<file path="config.mk">
export PLATFORM = sky130hd
export DESIGN_NAME = oirc_top
export DESIGN_NICKNAME = d
export VERILOG_FILES = /design/src/common/oirc_pkg.sv /design/src/rtl/oirc_top.sv
export SDC_FILE = /design/constraint.sdc
export NUM_CORES = 1
export LEC_CHECK = 0
export ABC_CLOCK_PERIOD_IN_PS = 3290
export BUFFER_PORTS_ARGS = -buffer_cell sky130_fd_sc_hd__buf_2
export CORE_AREA = 5 5 231 233
export DETAILED_ROUTE_END_ITERATION = 16
export DIE_AREA = 0 0 236 238
export GPL_TIMING_DRIVEN = 0
export PLACE_DENSITY = 0.51
export SLEW_MARGIN = 20
export SYNTH_ARGS = -nofsm -noshare
export SYNTH_HDL_FRONTEND = slang
export SYNTH_SLANG_ARGS = --single-unit
</file>
<file path="constraint.sdc">
create_clock -name pclk -period 3.29 [get_ports pclk]
set_input_delay 0.1645 -clock pclk [delete_from_list [all_inputs] [get_ports pclk]]
set_output_delay 0.1645 -clock pclk [all_outputs]
set_load 0.005 [all_outputs]
</file>
<file path="src/common/oirc_pkg.sv">
package oirc_pkg;

  // ----------------------------------------------------------------
  // Bus layout
  // ----------------------------------------------------------------
  localparam int ADDR_W = 8;
  localparam logic [7:0] OFS_CTRL = 8'h00; // Modes and selections
  localparam logic [7:0] OFS_OUT = 8'h04; // Output, relay, polarity
  localparam logic [7:0] OFS_CLR = 8'h08; // Protection clear, write only
  localparam logic [7:0] OFS_STAT = 8'h0c; // Latches and live state
  localparam logic [7:0] OFS_LOG = 8'h10; // Logging enables
  localparam logic [7:0] OFS_VSET = 8'h20; // Voltage, stride 8
  localparam logic [7:0] OFS_ISET = 8'h24; // Current, stride 8
  localparam logic [7:0] OFS_DLY = 8'h60; // Turn-on delay, stride 4
  localparam logic [7:0] STRIDE_SET = 8'h08;
  localparam logic [7:0] STRIDE_DLY = 8'h04;

  // ----------------------------------------------------------------
  // Field positions
  // ----------------------------------------------------------------
  localparam int CT_INH_LSB = 0;
  localparam int CT_PAIR_LSB = 2;
  localparam int CT_TRACK = 4;
  localparam int CT_MINMAX = 5;
  localparam int CT_PON_LSB = 8;
  localparam int OUT_REL_LSB = 8;
  localparam int OUT_POL_LSB = 16;
  localparam int CLR_INH = 8;
  localparam int ST_INH_LAT = 8;
  localparam int ST_INH_LVL = 9;
  localparam int ST_EN_LSB = 16;
  localparam int LOG_V_LSB = 0;
  localparam int LOG_C_LSB = 8;

  // ----------------------------------------------------------------
  // Codes and reset values
  // ----------------------------------------------------------------
  localparam logic [1:0] INH_LATCHED = 2'h0;
  localparam logic [1:0] INH_LIVE = 2'h1;
  localparam logic [1:0] INH_IGNORED = 2'h2;
  localparam logic [1:0] PAIR_OFF = 2'h0;
  localparam logic [1:0] PAIR_PAR = 2'h1;
  localparam logic [1:0] PAIR_SER = 2'h2;
  localparam logic [3:0] PON_RST = 4'h0; // 1..10 pick slots 0..9
  localparam logic [3:0] PON_LAST = 4'ha;
  localparam logic [15:0] OFF_CURRENT_MA = 16'h0014; // 0.02 A
  localparam logic [15:0] RST_VSET = 16'h0000;
  localparam logic [15:0] RST_ISET = 16'h0000;

  // ----------------------------------------------------------------
  // Timing
  // ----------------------------------------------------------------
  localparam int CLK_PERIOD_NS = 10;
  localparam int DLY_UNIT_NS = 1000000; // Delay unit, 1 ms
  localparam int DLY_TICK_CYC = DLY_UNIT_NS / CLK_PERIOD_NS;

  // Control register carrier
  typedef struct packed {
    logic [3:0] pon;
    logic minmax;
    logic track;
    logic [1:0] pair;
    logic [1:0] inh_mode;
  } oirc_ctrl_t;

endpackage

</file>
<file path="src/rtl/oirc_top.sv">
`timescale 1ns/1ps
// Contract
// - Stored inhibit mode, three readable codes
// - Inhibit shuts every channel at once
// - Inhibit leaves commanded-off channels alone
// - Inhibit mode kept across power cycles
// - Latched: rise disables until low, cleared
// - Live: enabled outputs follow inhibit level
// - Ignored mode: inhibit input has no effect
// - Power-up applies reset or slot 0-9
// - Protection clear releases listed channel latches
// - Disabled output: zero volts, 0.02 A
// - Relay line moves only on relay command
// - Relay line level set by polarity
// - Relay state resets off, reads 0/1
// - Tracking start copies plus onto minus
// - Tracking mirrors new voltage to other
// - Per-channel current logging enable
// - Global min/max logging enable
// - Per-channel voltage logging enable
// - Turn-on delay applies after protection clear
module oirc_top #(
  parameter int NCH = 2,
  parameter int MS_CYCLES = oirc_pkg::DLY_TICK_CYC
) (
  input wire logic pclk,
  input wire logic presetn,
  input wire logic psel,
  input wire logic penable,
  input wire logic pwrite,
  input wire logic [oirc_pkg::ADDR_W-1:0] paddr,
  input wire logic [31:0] pwdata,
  output logic [31:0] prdata,
  output logic pready,
  output logic pslverr,
  input wire logic inhibit_input,
  input wire logic front_panel_clear,
  input wire logic [NCH-1:0] fault_trip,
  input wire logic [1:0] nv_inhibit_mode_in,
  input wire logic [3:0] nv_pon_sel_in,
  output logic nv_save,
  output logic [1:0] nv_inhibit_mode,
  output logic [3:0] nv_pon_sel,
  output logic setup_default,
  output logic setup_recall,
  output logic [3:0] stored_setup_slot,
  output logic [NCH-1:0] ch_enable,
  output logic [NCH*16-1:0] ch_vprog,
  output logic [NCH*16-1:0] ch_iprog,
  output logic [NCH-1:0] relay_ctrl,
  output logic [NCH-1:0] volt_log_en,
  output logic [NCH-1:0] curr_log_en,
  output logic minmax_logging_enable,
  output logic track_enable,
  output logic [1:0] pair_mode
);

  // ----------------
  // Parameter checks
  // ----------------
  if (NCH < 2 || NCH > 8) begin : g_bad_nch
    $error("oirc_top: NCH must be 2 to 8");
  end
  if (MS_CYCLES < 2) begin : g_bad_ms
    $error("oirc_top: MS_CYCLES must be at least 2");
  end

  localparam int TW = $clog2(MS_CYCLES);

  // ----------------
  // State
  // ----------------
  typedef struct packed {
    logic inh_s1; // Synchroniser first stage
    logic inh_s2; // Synchronised inhibit level
    logic inh_prev; // Previous level for edge detect
    logic inh_lat; // Latched inhibit status
    logic init_done; // Power-up actions done
    oirc_pkg::oirc_ctrl_t ctrl; // Modes and selections
    logic [NCH-1:0] out_on; // Commanded output state
    logic [NCH-1:0] prot; // Protection latch
    logic [NCH-1:0] relay; // Relay state
    logic [NCH-1:0] rpos; // Relay polarity, 1 positive
    logic [NCH-1:0] relay_pin; // Relay control line
    logic [NCH-1:0] vlog; // Voltage logging enables
    logic [NCH-1:0] clog; // Current logging enables
    logic [NCH-1:0] en; // Output actually enabled
    logic [NCH-1:0] arm; // Turn-on delay running
    logic [NCH-1:0][15:0] vset; // Programmed voltage, mV
    logic [NCH-1:0][15:0] iset; // Programmed current, mA
    logic [NCH-1:0][15:0] vprog; // Voltage sent to stage
    logic [NCH-1:0][15:0] iprog; // Current sent to stage
    logic [NCH-1:0][21:0] dly; // Turn-on delay, ms
    logic [NCH-1:0][21:0] cnt; // Delay countdown
    logic [TW-1:0] tick_cnt; // Millisecond prescaler
    logic tick; // Millisecond pulse
    logic nv_save; // Store request pulse
    logic dflt; // Apply default setup pulse
    logic recall; // Recall slot pulse
    logic [3:0] slot; // Slot to recall
    logic pready;
    logic pslverr;
    logic [31:0] prdata;
  } oirc_state_t;

  oirc_state_t s_reg; // Registered state
  oirc_state_t s_next; // Next state

  // Finds which channel register an address hits, {hit, index}
  function automatic logic [3:0] chan_hit(
    input logic [7:0] a,
    input logic [7:0] base,
    input logic [7:0] stride
  );
    logic [3:0] r;
    r = 4'h0;
    for (int c = 0; c < NCH; c++) begin
      if (a == 8'(base + 8'(c) * stride)) begin
        r = {1'b1, 3'(c)};
      end
    end
    return r;
  endfunction

  // ----------------
  // Next-state logic
  // ----------------
  always_comb begin
    logic wr; // Write taken at this edge
    logic clr_evt; // Inhibit latch clear request
    logic blk; // Inhibit blocks outputs
    logic want; // Channel should be on
    logic hit; // Address decoded
    logic [3:0] hv; // Voltage register hit
    logic [3:0] hi; // Current register hit
    logic [3:0] hd; // Delay register hit
    logic [NCH-1:0] pclr; // Channels to release
    logic [31:0] rd; // Read word
    oirc_pkg::oirc_ctrl_t nc; // Control as written
    wr = psel & penable & s_reg.pready & pwrite;
    clr_evt = front_panel_clear;
    blk = 1'b0;
    want = 1'b0;
    hit = 1'b0;
    hv = chan_hit(paddr, oirc_pkg::OFS_VSET, oirc_pkg::STRIDE_SET);
    hi = chan_hit(paddr, oirc_pkg::OFS_ISET, oirc_pkg::STRIDE_SET);
    hd = chan_hit(paddr, oirc_pkg::OFS_DLY, oirc_pkg::STRIDE_DLY);
    pclr = '0;
    rd = 32'h0000_0000;
    nc = s_reg.ctrl;
    s_next = s_reg;
    // Inhibit synchroniser, first stage read only by the second
    s_next.inh_s1 = inhibit_input;
    s_next.inh_s2 = s_reg.inh_s1;
    s_next.inh_prev = s_reg.inh_s2;
    // Millisecond prescaler for turn-on delays
    if (s_reg.tick_cnt == TW'(MS_CYCLES - 1)) begin
      s_next.tick_cnt = '0;
      s_next.tick = 1'b1;
    end else begin
      s_next.tick_cnt = s_reg.tick_cnt + 1'b1;
      s_next.tick = 1'b0;
    end

    // One-cycle pulses default low
    s_next.nv_save = 1'b0;
    s_next.dflt = 1'b0;
    s_next.recall = 1'b0;
    // First cycle after reset: take stored settings, pick setup
    if (!s_reg.init_done) begin
      s_next.init_done = 1'b1;
      if (nv_inhibit_mode_in <= oirc_pkg::INH_IGNORED) begin
        s_next.ctrl.inh_mode = nv_inhibit_mode_in;
      end
      if (nv_pon_sel_in <= oirc_pkg::PON_LAST) begin
        s_next.ctrl.pon = nv_pon_sel_in;
      end
      if (nv_pon_sel_in == oirc_pkg::PON_RST ||
          nv_pon_sel_in > oirc_pkg::PON_LAST) begin
        s_next.dflt = 1'b1;
      end else begin
        s_next.recall = 1'b1;
        s_next.slot = nv_pon_sel_in - 4'h1;
      end
    end

    // Register writes
    if (wr) begin
      case (paddr)
        oirc_pkg::OFS_CTRL: begin
          nc.inh_mode = pwdata[oirc_pkg::CT_INH_LSB +: 2];
          nc.pair = pwdata[oirc_pkg::CT_PAIR_LSB +: 2];
          nc.track = pwdata[oirc_pkg::CT_TRACK];
          nc.minmax = pwdata[oirc_pkg::CT_MINMAX];
          nc.pon = pwdata[oirc_pkg::CT_PON_LSB +: 4];
          // Out-of-range codes keep the old selection
          if (nc.inh_mode <= oirc_pkg::INH_IGNORED) begin
            s_next.ctrl.inh_mode = nc.inh_mode;
          end
          if (nc.pair <= oirc_pkg::PAIR_SER) begin
            s_next.ctrl.pair = nc.pair;
          end
          if (nc.pon <= oirc_pkg::PON_LAST) begin
            s_next.ctrl.pon = nc.pon;
          end
          s_next.ctrl.minmax = nc.minmax;
          s_next.ctrl.track = nc.track;
          // Tracking turned on: minus magnitude takes plus value
          if (nc.track && !s_reg.ctrl.track) begin
            s_next.vset[1] = s_reg.vset[0];
          end
          // Persist selections held across power cycles
          if (s_next.ctrl.inh_mode != s_reg.ctrl.inh_mode ||
              s_next.ctrl.pon != s_reg.ctrl.pon) begin
            s_next.nv_save = 1'b1;
          end
        end
        oirc_pkg::OFS_OUT: begin
          s_next.out_on = pwdata[NCH-1:0];
          s_next.relay = pwdata[oirc_pkg::OUT_REL_LSB +: NCH];
          s_next.rpos = pwdata[oirc_pkg::OUT_POL_LSB +: NCH];
        end
        oirc_pkg::OFS_CLR: begin
          pclr = pwdata[NCH-1:0];
          clr_evt = clr_evt | pwdata[oirc_pkg::CLR_INH];
        end
        oirc_pkg::OFS_LOG: begin
          s_next.vlog = pwdata[oirc_pkg::LOG_V_LSB +: NCH];
          s_next.clog = pwdata[oirc_pkg::LOG_C_LSB +: NCH];
        end
        default: begin
          // Per-channel registers
          if (hv[3]) begin
            s_next.vset[hv[2:0]] = pwdata[15:0];
            // Tracking mirrors new magnitude to the partner
            if (s_reg.ctrl.track) begin
              s_next.vset[hv[2:0] == 3'h0 ? 1 : 0] = pwdata[15:0];
            end
          end
          if (hi[3]) begin
            s_next.iset[hi[2:0]] = pwdata[15:0];
          end
          if (hd[3]) begin
            s_next.dly[hd[2:0]] = pwdata[21:0];
          end
        end
      endcase
    end
    // Inhibit latch: rise sets it in latched mode, set wins
    if (s_reg.ctrl.inh_mode == oirc_pkg::INH_LATCHED &&
        s_reg.inh_s2 && !s_reg.inh_prev) begin
      s_next.inh_lat = 1'b1;
    end else if (clr_evt && !s_reg.inh_s2) begin
      s_next.inh_lat = 1'b0;
    end
    // Blocking term shared by every channel
    case (s_reg.ctrl.inh_mode)
      oirc_pkg::INH_LATCHED: blk = s_reg.inh_lat;
      oirc_pkg::INH_LIVE: blk = s_reg.inh_s2;
      default: blk = 1'b0;
    endcase
    // Per-channel protection, delay and output programming
    for (int c = 0; c < NCH; c++) begin
      // Fault trip wins over a clear in the same cycle
      if (fault_trip[c]) begin
        s_next.prot[c] = 1'b1;
      end else if (pclr[c]) begin
        s_next.prot[c] = 1'b0;
      end
      // Off channels never see inhibit; blk hits all at once
      want = s_next.out_on[c] & ~s_reg.prot[c] & ~blk;
      if (!want) begin
        s_next.en[c] = 1'b0;
        s_next.arm[c] = 1'b0;
        s_next.cnt[c] = '0;
      end else if (!s_reg.en[c]) begin
        // Every off-to-on change waits the programmed delay
        if (!s_reg.arm[c]) begin
          s_next.arm[c] = 1'b1;
          s_next.cnt[c] = s_reg.dly[c];
        end else if (s_reg.cnt[c] == 22'h000000) begin
          s_next.en[c] = 1'b1;
          s_next.arm[c] = 1'b0;
        end else if (s_reg.tick) begin
          s_next.cnt[c] = s_reg.cnt[c] - 22'h000001;
        end
      end
      // Off means zero volts and small limit, terminals stay on
      if (s_next.en[c]) begin
        s_next.vprog[c] = s_next.vset[c];
        s_next.iprog[c] = s_next.iset[c];
      end else begin
        s_next.vprog[c] = 16'h0000;
        s_next.iprog[c] = oirc_pkg::OFF_CURRENT_MA;
      end
      // Line high for on+positive, inverted when off
      s_next.relay_pin[c] = ~(s_next.relay[c] ^ s_next.rpos[c]);
    end
    // Read data prepared in the setup cycle
    case (paddr)
      oirc_pkg::OFS_CTRL: begin
        hit = 1'b1;
        rd[oirc_pkg::CT_INH_LSB +: 2] = s_reg.ctrl.inh_mode;
        rd[oirc_pkg::CT_PAIR_LSB +: 2] = s_reg.ctrl.pair;
        rd[oirc_pkg::CT_TRACK] = s_reg.ctrl.track;
        rd[oirc_pkg::CT_MINMAX] = s_reg.ctrl.minmax;
        rd[oirc_pkg::CT_PON_LSB +: 4] = s_reg.ctrl.pon;
      end
      oirc_pkg::OFS_OUT: begin
        hit = 1'b1;
        rd[NCH-1:0] = s_reg.out_on;
        rd[oirc_pkg::OUT_REL_LSB +: NCH] = s_reg.relay;
        rd[oirc_pkg::OUT_POL_LSB +: NCH] = s_reg.rpos;
      end
      oirc_pkg::OFS_CLR: begin
        hit = 1'b1;
      end
      oirc_pkg::OFS_STAT: begin
        hit = 1'b1;
        rd[NCH-1:0] = s_reg.prot;
        rd[oirc_pkg::ST_INH_LAT] = s_reg.inh_lat;
        rd[oirc_pkg::ST_INH_LVL] = s_reg.inh_s2;
        rd[oirc_pkg::ST_EN_LSB +: NCH] = s_reg.en;
      end
      oirc_pkg::OFS_LOG: begin
        hit = 1'b1;
        rd[oirc_pkg::LOG_V_LSB +: NCH] = s_reg.vlog;
        rd[oirc_pkg::LOG_C_LSB +: NCH] = s_reg.clog;
      end
      default: begin
        if (hv[3]) begin
          hit = 1'b1;
          rd[15:0] = s_reg.vset[hv[2:0]];
        end else if (hi[3]) begin
          hit = 1'b1;
          rd[15:0] = s_reg.iset[hi[2:0]];
        end else if (hd[3]) begin
          hit = 1'b1;
          rd[21:0] = s_reg.dly[hd[2:0]];
        end
      end
    endcase
    // One access cycle: ready raised for the cycle after setup
    if (psel && !penable) begin
      s_next.pready = 1'b1;
      s_next.pslverr = ~hit;
      s_next.prdata = (hit && !pwrite) ? rd : 32'h0000_0000;
    end else begin
      s_next.pready = 1'b0;
      s_next.pslverr = 1'b0;
      s_next.prdata = 32'h0000_0000;
    end
  end

  // ----------------
  // State register
  // ----------------
  always_ff @(posedge pclk or negedge presetn) begin
    if (!presetn) begin
      s_reg <= '0;
      s_reg.ctrl.inh_mode <= oirc_pkg::INH_IGNORED;
      s_reg.rpos <= '1;
      s_reg.vset <= {NCH{oirc_pkg::RST_VSET}};
      s_reg.iset <= {NCH{oirc_pkg::RST_ISET}};
      s_reg.iprog <= {NCH{oirc_pkg::OFF_CURRENT_MA}};
    end else begin
      s_reg <= s_next;
    end
  end

  // ----------------
  // Outputs straight from the state register
  // ----------------
  assign prdata = s_reg.prdata;
  assign pready = s_reg.pready;
  assign pslverr = s_reg.pslverr;
  assign nv_save = s_reg.nv_save;
  assign nv_inhibit_mode = s_reg.ctrl.inh_mode;
  assign nv_pon_sel = s_reg.ctrl.pon;
  assign setup_default = s_reg.dflt;
  assign setup_recall = s_reg.recall;
  assign stored_setup_slot = s_reg.slot;
  assign ch_enable = s_reg.en;
  assign ch_vprog = s_reg.vprog;
  assign ch_iprog = s_reg.iprog;
  assign relay_ctrl = s_reg.relay_pin;
  assign volt_log_en = s_reg.vlog;
  assign curr_log_en = s_reg.clog;
  assign minmax_logging_enable = s_reg.ctrl.minmax;
  assign track_enable = s_reg.ctrl.track;
  assign pair_mode = s_reg.ctrl.pair;

endmodule // oirc_top

</file>
==> Yosys cells after proc, flatten, opt, wreduce, memory -nomap -nowiden <==
Index checks and enable logic that the tools add are counted.
{ "totals": {"ramBits": 0, "elab_cells": 252, "reg_bits": 308, "n_memories": 0, "latchBits": 0, "mem_bits_ro": 0} }
{ "classes": {"order_cmp": 14, "n_shift": 0, "muxes": 115, "addsub": 4, "reduce_logical": 38, "div_mod_pow": 0, "n_eq_ne": 20, "bitwise_logic": 19, "mul": 0} }
{ "op_table": {"columns": ["operator", "n"], "rows": [
  ["$mux 22", 15],
  ["$mux 16", 14],
  ["$bwmux 32", 3],
  ["$mux 32", 3],
  ["$mux 64", 1],
  ["$mux 4", 15],
  ["$demux 16 s1", 3],
  ["$mux 48", 1],
  ["$bwmux 44", 1],
  ["$logic_not 22->1", 2],
  ["$sub 22x1->22 const B", 2],
  ["$mux 34", 1],
  ["$mux 1", 33],
  ["$eq 8x6->1 const B", 4],
  ["$pmux 16 s2", 1],
  ["$demux 22 s1", 1],
  ["$mux 2", 10],
  ["$pmux 2 s5", 2],
  ["$mux 18", 1],
  ["$mux 6", 3],
  ["$add 17x1->17 const B", 1],
  ["$eq 17x17->1 const B", 1],
  ["$eq 8x4->1 const B", 2],
  ["$eq 8x7->1 const B", 2],
  ["other kinds (39)", 88]
]} }

==> Longest topological paths before layout <==
{ "depth": {"word_depth": 15, "mapped_depth": 9} }

==> Worst setup path before layout <==
Ideal clock, no wire load.
{ "synth_timing": {"kind": "register -> register", "from": "register s_reg (netlist bit pready)", "to": "register s_reg (netlist bit ch_iprog[15])", "setup_time_ns": 0.119, "period_less_slack_ns": 2.144, "path_stages_with_launch": 6, "setup_slack_ns": 1.146, "t_arrival_ns": 2.025, "required_time_ns": 3.171, "n_path_buf": 1, "path_cell_list": "dfrtp_1 nand4_1 nor3_2 buf_4 mux2_2 and2_1"} }
{ "synth_rtl": {"columns": ["element", "line_no", "rtl"], "rows": [
  ["from (decl)", "oirc_top.sv:106", "oirc_state_t s_reg;"],
  ["from (signal assigned)", "oirc_top.sv:367", "s_reg <= s_next;"]
]} }

==> impl_metrics.py <==
metrics = {
    "run_status": {
        "outcome": "completed",
    },
    "yosys": {
        "yosys.area_share.simple": 0.158,
        "async_flop_share": 1.00,
        "yosysTopAreaCell": "dfrtp_1",
        "yosysWarnings": 0,
        "synth_cells": 1458,
        "synth_flop_cell": "dfrtp_1",
        "avgSynthCellArea_um2": 10.4,
        "synth_seq_area_share": 0.494,
        "synth_top_family_by_area": "simple AND/OR/NAND/NOR gates",
        "ys_top_cells_by_area": "dfrtp_1 48%, mux2_2 8.2%, buf_4 5.9%",
        "synth-edff-count": 0,
        "ys_seq_elements": 298,
        "synthTopCellsByCount": "291 x dfrtp_1, 142 x nand2_1, 119 x buf_4",
        "synth_adder_area_share": 0.00579,
        "ys_types": 82,
        "synthXorXnorAreaFrac": 0.0139,
        "synthMuxAreaShare": 0.107,
        "synth_compound_area_frac": 0.136,
        "synth_top_area_share": 0.482,
        "synth.most_common_cell": "dfrtp_1",
        "syn_area_um2": 15100,
    },
    "finish": {
        "fin_nets": 1748,
        "fin_area_um2": 18200,
        "drive_above_1_share": 0.285,
        "area_delta_synth_final_pct": 20.6,
        "fill_cells": 5221,
        "largest_reg_flops": 183,
    },
    "grt": {
        "grt_pass1_vias": 12200,
        "grtUsageTotal": 0.172,
        "grt_max_degree": 92,
        "overflow": 0,
        "antenna_found_initial": 0,
        "grt_pass1_wl_mm": 76.0,
    },
    "sta": {
        "slew_headroom": 0.258,
        "slew_violations": 0,
        "fin_crit_sh": 0.931,
        "tightest_slew_ns": 1.10,
        "finalHoldViolCount": 0,
        "fin_ws_ns": 0.228,
        "setup_viol": 0,
        "max_clock_freq_mhz": 327,
        "clock-skew-final_ns": 0.0200,
        "rsz0062_at_grt": "no",
        "period_minus_slack_ns": 3.06,
    },
    "clock_network": {
        "ctsHoldBuffers": 22,
        "cts.sinks": 298,
        "cts_root_buf": "clkbuf_16",
        "clk_latency_ns": 0.55,
        "cts_tree": "done",
        "cts_setup_buffers": 0,
        "path_clk_slew_ns": 0.06,
        "cts_buffers": 36,
        "cts.repair.resized": 0,
        "clock_path_buffers": 3,
        "h-tree-depth": 2,
    },
    "setup_path": {
        "criticalPathCategory": "reg2reg",
        "cp_num_buf_inv": 3,
        "crit_top_cell": "clkbuf_1",
        "cp_cell_sequence": "clkbuf_1, nor4_1, and4_1, clkbuf_1, a21oi_1, nor2_2, clkbuf_1, and2_1",
        "start_kind": "flip-flop",
        "crit_arrival_ns": 3.51,
        "critPathTopFamily": "simple AND/OR/NAND/NOR gates",
        "end_kind": "flip-flop",
        "cpPeakStageDelay_ns": 0.51,
        "cpMaxStageDelayCell": "nor4_1",
        "worst-path-max-fanout": 10,
        "cp.required_ns": 3.74,
    },
    "min_path": {
        "hold_class": "in2reg",
    },
    "die": {
        "core_area_um2": 51000,
        "die_area_um2": 56200,
        "die_y_um": 238,
        "num_rows": 83,
        "die_width_um": 236,
        "start_util": 0.296,
        "ios": 178,
    },
    "detailed_routing": {
        "dr.pass1.iters": 5,
        "ant_nets": 0,
        "routed_wl_mm": 49.7,
        "drc": 0,
        "wl_per_cell_um": 20.8,
        "vias_per_cell": 5.08,
        "drtIter0Drc": 981,
        "vias": 12200,
    },
    "power": {
        "p_leak_nw": 8.68,
        "power-per-cell-area_nw_per_um2": 443,
        "ir_worst_vdd_uv": 279,
    },
    "placed_design": {
        "gp_congestion": 0.889,
        "port_buffers": 156,
        "dpl_cell_area_um2": 16900,
        "dpl_worst_slack_ns": 0.109,
        "dp_hpwl_mm": 36.1,
    },
    "flow_run": {
        "max-cap-violations": 0,
    },
}
## where the power goes
group,internal [W],switching (W)
sequential,0.00370,0.0000356
clock,0.00229,0.00161
combinational,0.000173,0.000279
total,0.00617,0.00192
## cells by family (layout without fill, tap and decap cells)
| family | Yosys count | in the layout |
|---|---|---|
| AO/OA/AOI/OAI | 309 | 309 |
| flip-flops | 298 | 298 |
| multiplexers | 148 | 148 |
| XOR/XNOR | 24 | 24 |
| other | 2 | 13 |
| adder cells (fa/ha/maj) | 7 | 7 |
| buffers and inverters | 216 | 459 |
| AND/OR/NAND/NOR | 454 | 454 |
## worst reg2reg max path: stages, from the launching register on
cell,delay [ns]
dfrtp_1,0.36
clkbuf_1,0.18
nor4_1,0.51
and4_1,0.27
clkbuf_1,0.24
a21oi_1,0.22
nor2_2,0.38
clkbuf_1,0.50
and2_1,0.30
## worst paths after layout
path / start / end / slack (ns) / cells past startpoint
setup / recovery: s_reg[67] / ch_iprog[9] / 0.23 / 8
hold / removal: nv_inhibit_mode_in[0] / nv_inhibit_mode[1] / 0.05 / 5
setup reg to reg: s_reg[67] / ch_iprog[9] / 0.23 / 8
hold reg to reg: s_next[306] / s_next[305] / 0.36 / 0
max in group asynchronous: presetn / prdata[20] / 1.95 / 4
min in group asynchronous: presetn / ch_vprog[25] / 0.12 / 2
## routing by layer
layer	wire, um	vias to the layer above	track usage
met4	1000	0	0.0449
li1	-	5588	-
met2	22800	413	0.274
met5	0	-	0
met3	2790	54	0.0246
met1	23100	6099	0.247
## cell type report
| class | instances | area [um^2] | share of cell area |
|---|---|---|---|
| clock buffer | 52 | 1010 | 0.0554 |
| clock inverter | 10 | 118 | 0.00645 |
| inverter | 28 | 105 | 0.00576 |
| sequential | 298 | 7470 | 0.409 |
| timing repair buffer | 181 | 1090 | 0.0600 |
| tap | 680 | 851 | 0.0467 |
| buffer | 188 | 1190 | 0.0650 |
| multi-input combinational | 953 | 6400 | 0.351 |
| antenna | 2 | 5.00 | 0.000274 |
## through the flow
| stage | power [W] | std cells | utilization | TNS, ns | hold WS, ns |
|---|---|---|---|---|---|
| floorplan | 0.00398 | 1467 | - | 0 | -0.131 |
| global placement | 0.00422 | 2303 | 0.329 | -1104.98 | 0.277 |
| detailed placement | 0.00423 | 2306 | 0.331 | 0 | 0.114 |
| CTS | 0.00820 | 2390 | 0.357 | 0 | 0.00445 |
| global route | 0.00839 | 2390 | 0.358 | 0 | 0.0258 |
| finish | 0.00809 | 2392 | 0.358 | 0 | 0.0456 |
## placed cells by master (no fill, tap or decap), types with 17 or more instances in the layout
| master | synthesis | final |
|---|---|---|
| mux2_2 | 110 | 110 |
| o22ai_1 | 22 | 22 |
| clkbuf_1 | 53 | 64 |
| clkbuf_16 | 0 | 36 |
| dlygate4sd3_1 | 0 | 22 |
| a31oi_1 | 22 | 22 |
| nor2b_1 | 17 | 17 |
| buf_2 | 9 | 164 |
| a21oi_1 | 76 | 76 |
| nor3_1 | 27 | 27 |
| o21ai_0 | 74 | 74 |
| buf_4 | 119 | 119 |
| and2_1 | 50 | 50 |
| nand2_1 | 142 | 142 |
| nor2_1 | 65 | 65 |
| mux2i_1 | 38 | 38 |
| dfrtp_1 | 291 | 291 |
| nand3_1 | 50 | 50 |
| inv_1 | 27 | 27 |
Power figures use the tool's default switching activity.
